## src/inc/blis_regs.svh

```systemverilog
// Purpose: timing constants and register map of the link init sequencer
// Assumes: 125 MHz clock
// Notes: only BLIS_GTRST_CYC is derived from a time in its own unit; the other counts are raw
`ifndef BLIS_REGS_SVH
`define BLIS_REGS_SVH
`define BLIS_CLK_MHZ 125
`define BLIS_PUP_LOAD 32'h3FFF_FFFF
`define BLIS_GTRST_MS 1000
`define BLIS_GTRST_CYC (`BLIS_GTRST_MS * 1000 * `BLIS_CLK_MHZ)
`define BLIS_CHRST_TX_GT 16'h0010
`define BLIS_CHRST_TX 16'h0020
`define BLIS_CHRST_RX_GT 16'h0040
`define BLIS_CHRST_RX 16'h0080
`define BLIS_CHRST_END 16'h0080
`define BLIS_A_CTRL 2'h0
`define BLIS_A_STAT 2'h1
`define BLIS_C_ENABLE 0
`define BLIS_C_FAULT 1
`define BLIS_C_RESTART 2
`endif

```

## src/inc/blis_pkg.sv

```systemverilog
// Purpose: shared types of the link init sequencer
// Assumes: nothing
// Notes: none
package blis_pkg;
  typedef enum logic [2:0] {
    BLIS_OFF, BLIS_WAIT_GOOD, BLIS_WAIT_READY, BLIS_PUP, BLIS_CHRST, BLIS_RUN
  } blis_state_t;
  typedef logic [3:0] blis_rst_vec_t;
endpackage : blis_pkg

```

## src/inc/blis_link_if.sv

```systemverilog
// Purpose: backplane power handshake and link reset wires between hub and rod
// Assumes: one clock shared by both ends
// Notes: all lines are driven by one end only
`timescale 1ns/100ps
`default_nettype none
interface blis_link_if;
  logic power_on_request;
  logic power_good_ack;
  logic board_ready_to_run;
  logic spare_backplane_reset;
  logic combined_link_reset;
  modport hub (output power_on_request, output combined_link_reset,
    input power_good_ack, input board_ready_to_run, input spare_backplane_reset);
  modport rod (input power_on_request, input combined_link_reset,
    output power_good_ack, output board_ready_to_run, output spare_backplane_reset);
endinterface : blis_link_if
`default_nettype wire

```

## src/rtl/blis_hub.sv

```systemverilog
// Purpose: hub end: powers the rod, runs the power-up timer, pulses link reset
// Assumes: software port: addr, wdata, write/read strobes, rdata one cycle later
// Notes: ctrl bit0 enable, bit1 fault restart request, bit2 restart
//
// Our own choices: the plain strobed port and the address map.
`timescale 1ns/100ps
`default_nettype none
`include "blis_regs.svh"
module blis_hub #(
  parameter logic [31:0] PUP_LOAD = `BLIS_PUP_LOAD,
  parameter logic [31:0] GTRST_CYC = 32'(`BLIS_GTRST_CYC)
) (
  input wire logic clk_i,
  input wire logic rst_b_i,
  blis_link_if.hub link,
  input wire logic config_done_i,
  input wire logic [1:0] addr_i,
  input wire logic [31:0] wdata_i,
  input wire logic wr_i,
  input wire logic rd_i,
  output logic [31:0] rdata_o,
  output logic pup_timer_o,
  output blis_pkg::blis_rst_vec_t chan_rst_o
);
  import blis_pkg::*;
  blis_state_t st_q, st_d;
  logic [1:0] good_s_q, rdy_s_q, bpr_s_q;
  logic [2:0] ctrl_q;
  logic [31:0] pup_q, gt_q, rdata_q;
  logic pon_q, gtrst_q, pup_out_q, run_q;
  logic [2:0] pup_dly_q;
  logic [15:0] cnt_q;
  blis_rst_vec_t chan_q;
  //////////////////////////////////////////////////////////////////////////////
  wire wr_ctrl_w = wr_i & (addr_i == `BLIS_A_CTRL);
  // fault request and restart are self-clearing command bits
  wire restart_w = (wr_ctrl_w & (wdata_i[`BLIS_C_FAULT] | wdata_i[`BLIS_C_RESTART]))
                   | bpr_s_q[1];
  wire pup_done_w = pup_out_q & (pup_q == 32'h0000_0000);
  // the rod sees the timer fall through two sync flops and an edge flop, so the
  // local start is delayed by the same three stages to start in the same cycle
  wire chan_start_w = pup_dly_q[2] & ~pup_dly_q[1];
  wire [31:0] stat_w = {22'h00_0000, chan_q, pup_out_q, gtrst_q, rdy_s_q[1],
                        good_s_q[1], pon_q, st_q == BLIS_RUN};
  always_comb begin
    st_d = st_q;
    case (st_q)
      BLIS_OFF: if (config_done_i & ctrl_q[`BLIS_C_ENABLE]) st_d = BLIS_WAIT_GOOD;
      BLIS_WAIT_GOOD: if (good_s_q[1]) st_d = BLIS_WAIT_READY;
      BLIS_WAIT_READY: if (rdy_s_q[1]) st_d = BLIS_PUP;
      BLIS_PUP: if (pup_done_w) st_d = BLIS_CHRST;
      BLIS_CHRST: if (!run_q && chan_q == 4'h0) st_d = BLIS_RUN;
      BLIS_RUN: st_d = BLIS_RUN;
      default: st_d = BLIS_OFF;
    endcase
    if (restart_w && st_q != BLIS_OFF) st_d = BLIS_WAIT_GOOD;
    if (!ctrl_q[`BLIS_C_ENABLE]) st_d = BLIS_OFF;
  end
  //////////////////////////////////////////////////////////////////////////////
  always_ff @(posedge clk_i or negedge rst_b_i) begin
    if (!rst_b_i) begin
      st_q <= BLIS_OFF; good_s_q <= 2'h0; rdy_s_q <= 2'h0; bpr_s_q <= 2'h0;
      ctrl_q <= 3'h0; rdata_q <= 32'h0000_0000;
    end else begin
      st_q <= st_d;
      good_s_q <= {good_s_q[0], link.power_good_ack};
      rdy_s_q <= {rdy_s_q[0], link.board_ready_to_run};
      bpr_s_q <= {bpr_s_q[0], link.spare_backplane_reset};
      if (wr_ctrl_w) ctrl_q <= {1'b0, 1'b0, wdata_i[`BLIS_C_ENABLE]};
      rdata_q <= !rd_i ? 32'h0000_0000 : (addr_i == `BLIS_A_CTRL) ? {29'h0, ctrl_q}
                 : (addr_i == `BLIS_A_STAT) ? stat_w : 32'h0000_0000;
    end
  end
  //////////////////////////////////////////////////////////////////////////////
  always_ff @(posedge clk_i or negedge rst_b_i) begin
    if (!rst_b_i) begin
      pon_q <= 1'b0; pup_q <= 32'h0000_0000; pup_out_q <= 1'b0; pup_dly_q <= 3'h0;
      gt_q <= 32'h0000_0000; gtrst_q <= 1'b0;
    end else begin
      pon_q <= (st_d != BLIS_OFF);
      pup_dly_q <= {pup_dly_q[1:0], pup_out_q};
      if (st_q == BLIS_WAIT_READY && st_d == BLIS_PUP) begin
        pup_q <= PUP_LOAD; pup_out_q <= 1'b1;
        gt_q <= GTRST_CYC; gtrst_q <= 1'b1;
      end else begin
        if (st_d != BLIS_PUP) pup_out_q <= 1'b0;
        else if (pup_q != 32'h0000_0000) pup_q <= pup_q - 32'h0000_0001;
        if (gt_q != 32'h0000_0000) gt_q <= gt_q - 32'h0000_0001;
        // pulse forced off no later than timer expiry
        if (gt_q == 32'h0000_0001 || st_d != BLIS_PUP) gtrst_q <= 1'b0;
      end
    end
  end
  //////////////////////////////////////////////////////////////////////////////
  always_ff @(posedge clk_i or negedge rst_b_i) begin
    if (!rst_b_i) begin
      cnt_q <= 16'h0000; run_q <= 1'b0; chan_q <= 4'hF;
    end else if (chan_start_w) begin
      cnt_q <= 16'h0000; run_q <= 1'b1; chan_q <= 4'hF;
    end else if (run_q) begin
      cnt_q <= cnt_q + 16'h0001;
      if (cnt_q == `BLIS_CHRST_TX_GT) chan_q[1] <= 1'b0;
      if (cnt_q == `BLIS_CHRST_TX) chan_q[0] <= 1'b0;
      if (cnt_q == `BLIS_CHRST_RX_GT) chan_q[3] <= 1'b0;
      if (cnt_q == `BLIS_CHRST_RX) chan_q[2] <= 1'b0;
      if (cnt_q == `BLIS_CHRST_END) run_q <= 1'b0;
    end else if (st_q == BLIS_OFF || restart_w) begin
      chan_q <= 4'hF;
    end
  end
  assign link.power_on_request = pon_q;
  // link reset seen by the rod is the power-up timer output; its fall is the common start
  assign link.combined_link_reset = pup_out_q;
  assign rdata_o = rdata_q;
  assign pup_timer_o = pup_out_q;
  assign chan_rst_o = chan_q;
endmodule : blis_hub
`default_nettype wire

```

## src/flat_wrapper.sv

```systemverilog
// flat-port wrapper written by rule: the top's interface ports become plain ports
module blis_hub_flat import blis_pkg::*;
#(
  parameter logic [31:0] PUP_LOAD = `BLIS_PUP_LOAD,
  parameter logic [31:0] GTRST_CYC = 32'(`BLIS_GTRST_CYC)
)
  (clk_i, rst_b_i, config_done_i, addr_i, wdata_i, wr_i, rd_i, rdata_o, pup_timer_o, chan_rst_o, link_power_on_request, link_combined_link_reset, link_power_good_ack, link_board_ready_to_run, link_spare_backplane_reset);
  blis_link_if link_i ();
  input wire logic clk_i;
  input wire logic rst_b_i;
  input wire logic config_done_i;
  input wire logic [1:0] addr_i;
  input wire logic [31:0] wdata_i;
  input wire logic wr_i;
  input wire logic rd_i;
  output logic [31:0] rdata_o;
  output logic pup_timer_o;
  output blis_pkg::blis_rst_vec_t chan_rst_o;
  output wire logic [$bits(link_i.power_on_request)-1:0] link_power_on_request;
  output wire logic [$bits(link_i.combined_link_reset)-1:0] link_combined_link_reset;
  input wire logic [$bits(link_i.power_good_ack)-1:0] link_power_good_ack;
  input wire logic [$bits(link_i.board_ready_to_run)-1:0] link_board_ready_to_run;
  input wire logic [$bits(link_i.spare_backplane_reset)-1:0] link_spare_backplane_reset;
  assign link_power_on_request = link_i.power_on_request;
  assign link_combined_link_reset = link_i.combined_link_reset;
  assign link_i.power_good_ack = link_power_good_ack;
  assign link_i.board_ready_to_run = link_board_ready_to_run;
  assign link_i.spare_backplane_reset = link_spare_backplane_reset;
  blis_hub #(.PUP_LOAD(PUP_LOAD), .GTRST_CYC(GTRST_CYC)) u_core (.clk_i(clk_i), .rst_b_i(rst_b_i), .link(link_i), .config_done_i(config_done_i), .addr_i(addr_i), .wdata_i(wdata_i), .wr_i(wr_i), .rd_i(rd_i), .rdata_o(rdata_o), .pup_timer_o(pup_timer_o), .chan_rst_o(chan_rst_o));
endmodule
```

## config.mk

```make
export PLATFORM = sky130hd
export DESIGN_NAME = blis_hub_flat
export DESIGN_NICKNAME = d
export VERILOG_FILES = /design/src/inc/blis_pkg.sv /design/src/inc/blis_link_if.sv /design/src/rtl/blis_hub.sv /design/src/flat_wrapper.sv
export VERILOG_INCLUDE_DIRS = /design/src /design/src/inc
export SDC_FILE = /design/constraint.sdc
export NUM_CORES = 1
export LEC_CHECK = 0
export BUFFER_PORTS_ARGS = -buffer_cell sky130_fd_sc_hd__buf_2
export CAP_MARGIN = 10
export CELL_PAD_IN_SITES_DETAIL_PLACEMENT = 1
export CELL_PAD_IN_SITES_GLOBAL_PLACEMENT = 2
export CORE_ASPECT_RATIO = 0.7
export CORE_MARGIN = 10
export CORE_UTILIZATION = 36
export DETAILED_ROUTE_END_ITERATION = 6
export PLACE_DENSITY_LB_ADDON = 0.1
export REMOVE_ABC_BUFFERS = 1
export SLEW_MARGIN = 10
export SYNTH_ARGS = -nofsm -noshare
export SYNTH_HDL_FRONTEND = slang
export SYNTH_SLANG_ARGS = --single-unit
```

## constraint.sdc

```tcl
create_clock -name clk_i -period 2.6 [get_ports clk_i]
set_input_delay 0.52 -clock clk_i [delete_from_list [all_inputs] [get_ports clk_i]]
set_output_delay 0.52 -clock clk_i [all_outputs]
set_load 0.02 [all_outputs]
```

==> summary.txt <==
Power and ir drop
  • LEAKAGE: 2.680 nW
  • Maximum vdd drop: 0.0003988 V
  • PD cells: 865.8 nW/µm²

STA
  • RSZ-0062 raised after global routing: false
  • Period utilization: 94.01%
  • Endpoints failing hold: 0
  • Fmax: 409.1 MHz
  • Clk_skew: 0.007305 ns
  • Worst Tran Pin Value: 0.6079 ns
  • Slew headroom: 59.16%
  • Setup Viol. Count Final: 0
  • Fin crit period: 2.444 ns
  • Pins Over Slew Limit: 0
  • Setup tns final: 0 ns
  • WHS: 0.1253 ns

Critical path
  • CP endpoint kind: register
  • Max incr delay on CP: 0.45 ns
  • Worst EP arrival: 2.74 ns
  • R2R Path End: u_core.pup_q[29]
  • CP Cell Sequence: nor4_2 -> nand3_2 -> nor4_2 -> buf_4 -> o2111ai_1 -> or4_1 -> nand3_1
  • R2R cell count: 7
  • Startpoint types: register
  • Req. time, crit path: 2.90 ns
  • Critical path type: reg2reg
  • Slowest CP cell: nor4_2
  • Crit-path max FO: 5
  • FF-to-FF Start: u_core.pup_q[5]
  • Register-to-register path setup slack: 0.16 ns
  • Cell mode on critical path: nor4_2

Clock network
  • Clk sinks: 111
  • Post-CTS sizing: 0
  • Worst skew pair latency: 0.35 ns
  • Post-CTS Setup Bufs: 0
  • CTS tree: built
  • Clk slew on worst S/H paths: 0.07 ns
  • Longest Clk Path Bufs: 2
  • CTS Hold Buffers Added: 0
  • CTS root buffer: clkbuf_16
  • Number of H-tree levels: 3
  • Cts bufs inserted: 9

Global routing
  • GRT Util Overall: 14.52%
  • Total grt overflow: 0
  • Pin count of the biggest net entering global routing: 44
  • First-pass GRT wire length: 25.76 mm
  • Number of global-route vias before repair: 4897
  • Initial antenna violation count: 0

Final layout
  • Filler Cells Inserted: 1846
  • Layout cells sized above 1: 15.92%
  • Layout overhead on the synthesized area: 14.51%
  • Final nets: 709
  • ANT cells: 0

Routing
  • Iter 0 DRT Violations: 199
  • DR pass1 iterations: 4
  • Remaining DRCs: 0
  • DR vias: 4723
  • DRT antenna net count: 0
  • Routed wire length: 15.20 mm
  • DR vias/cell: 5.454
  • Per-cell routed wire length: 17.56 µm

Floorplanning
  • Row cnt: 38
  • I/O pin count: 81
  • CORE AREA: 15690 µm²
  • Die Ht: 126.4 µm
  • Starting Density: 37.10%
  • Die area: 21740 µm²
  • DIE WIDTH: 172.0 µm

Synth
  • Sequential element share of the synthesized area: 47.81%
  • Async SR Flop Fraction: 100.0%
  • Largest family of logic cells by synthesized area: simple AND/OR/NAND/NOR gates
  • Synth Area in Compound Gates: 11.91%
  • Synth area leaders: dfrtp_1 46%, nor2_1 4.3%, xor2_1 3.5%
  • Synth area leader: dfrtp_1
  • Synth Register Bits: 111
  • Post-synth cell types: 65
  • Post-synthesis cell area: 5821 µm²
  • Top cell type's share of synthesized area: 46.00%
  • Synth Flop Type: dfrtp_1
  • Multiplexer share of the synthesized area: 0.5374%
  • Simple-Gate Fraction of Synth Area: 27.56%
  • XOR/XNOR share of the synthesized area: 5.417%
  • Yosys warning total: 0
  • Avg Cell Area, Syn: 9.464 µm²
  • Post-Syn Instances: 615
  • Adder-cell area share of the yosys netlist: 1.290%
  • Post-synth EDFFs: 0

Run status
  • Status: finished clean

Place
  • Post-DP HPWL: 10.87 mm
  • PortBufs: 29
  • RD Place Congestion: 0.7844

Min path
  • Worst min-delay path class: in2async

Flow run
  • Max Cap Viol: 0
## synth_stat cells (2+ instances only)
| cell type | instances |
|---|---|
| or4_1 | 6 |
| or2_2 | 4 |
| nand4_1 | 12 |
| nor2b_1 | 10 |
| nand3b_1 | 5 |
| a211oi_1 | 7 |
| nor3b_1 | 5 |
| mux2i_1 | 2 |
| nor4_2 | 2 |
| buf_2 | 3 |
| or3_1 | 15 |
| a21o_1 | 6 |
| dfrtp_1 | 107 |
| nor2_1 | 66 |
| dfstp_2 | 4 |
| nor4_1 | 24 |
| nand3_1 | 19 |
| xnor2_1 | 13 |
| ha_1 | 6 |
| inv_1 | 11 |
| a21oi_1 | 34 |
| o21ai_1 | 4 |
| nor3_1 | 25 |
| o31ai_1 | 5 |
| a31oi_1 | 9 |
| and3_1 | 18 |
| and4_1 | 9 |
| and2_1 | 14 |
| nand2_1 | 37 |
| buf_4 | 23 |
| o21a_1 | 2 |
| nand2b_1 | 5 |
| nor4b_1 | 3 |
| xor2_1 | 23 |
| o21ai_0 | 27 |
| a21boi_0 | 2 |
| clkbuf_1 | 20 |
## metrics by stage
stage / util [%] / total power [W] / instance area [µm²] / worst slack (ns) / std cells
4_1_cts: 42.29 / 0.005832 / 6635 / 0.05120 / 866
3_3_place_gp: 40.44 / 0.004276 / 6345 / 0.1116 / 850
6_report: 42.48 / 0.005770 / 6665 / 0.1556 / 866
5_1_grt: 42.48 / 0.006221 / 6665 / 0.02132 / 866
2_1_floorplan: - / 0.003694 / 5625 / -0.5592 / 589
3_5_place_dp: 40.44 / 0.004395 / 6345 / 0.04512 / 850
## kinds of logic after synthesis
kind of cell / Yosys count
and+or+nand+nor: 289
DFF: 111
xor gates and xnor gates: 36
muxes: 3
other: 1
buffers and inverters: 58
adders and majority gates: 6
AOI/OAI and AO/OA: 111
## area by class of cell
type / instances / area (µm²) / area share (%)
inverter: 11 / 41.29 / 0.6195
clock buffer: 10 / 229.0 / 3.435
sequential: 111 / 2783 / 41.75
clock inverter: 6 / 61.31 / 0.9198
multi-input combinational: 467 / 2838 / 42.58
tap: 200 / 250.2 / 3.754
timing repair buffer: 61 / 462.9 / 6.946
## sequential cells by signal (all words and copies together) (netlist names), 2 cells and up
register and count:
u_core.pup_q 32, u_core.pup_dly_q 3, u_core.rdy_s_q 2, u_core.good_s_q 2, u_core.cnt_q 16, u_core.gt_q 32
u_core.bpr_s_q 2, u_core.rdata_o 10, u_core.chan_rst_o 4, u_core.st_q 3
## power by group
group	internal [W]	switching, W	total (W)
clock	0.000745	0.000647	0.00139
combinational	0.000694	0.00101	0.00170
sequential	0.00217	0.000505	0.00268
total	0.00361	0.00216	0.00577
## critical path, delay by kind of cell (launching register included)
family | cells | cell delay (ns)
simple gates | 5 | 1.60
compound gates | 1 | 0.17
buf+inv | 1 | 0.20
flops | 1 | 0.43
## cell usage in the layout, fill, tap and decap left out, drive strengths merged, types with 15 or more instances in the layout
master and instances:
nand3 20, a21oi 34, buf 61, dfrtp 107, nor3 27, nor2 66
conb 22, o21ai 32, and3 18, nor4 26, nand2 38, xor2 23
or3 15
## layer usage
layer,share of wire (%),global-route usage [%],routed length [µm]
met5,0,0,0
met4,0.94,3.792,143
met3,2.9,3.409,435
met2,44,21.49,6658
met1,52,20.72,7967
## how the worst max path moves through the flow
stage	startpoint	endpoint	slack, ns	depth (start not counted)
floorplan	addr_i[1]	u_core.pup_q[17]	-0.56	6
global placement	u_core.gt_q[18]	u_core.gt_q[25]	0.11	6
detailed placement	u_core.gt_q[19]	u_core.gt_q[12]	0.05	7
CTS	u_core.gt_q[19]	u_core.gt_q[12]	0.05	7
global route	u_core.pup_q[5]	u_core.pup_q[29]	0.02	7
finish	u_core.pup_q[5]	u_core.pup_q[29]	0.16	7
(Power assumes the default switching activity.)
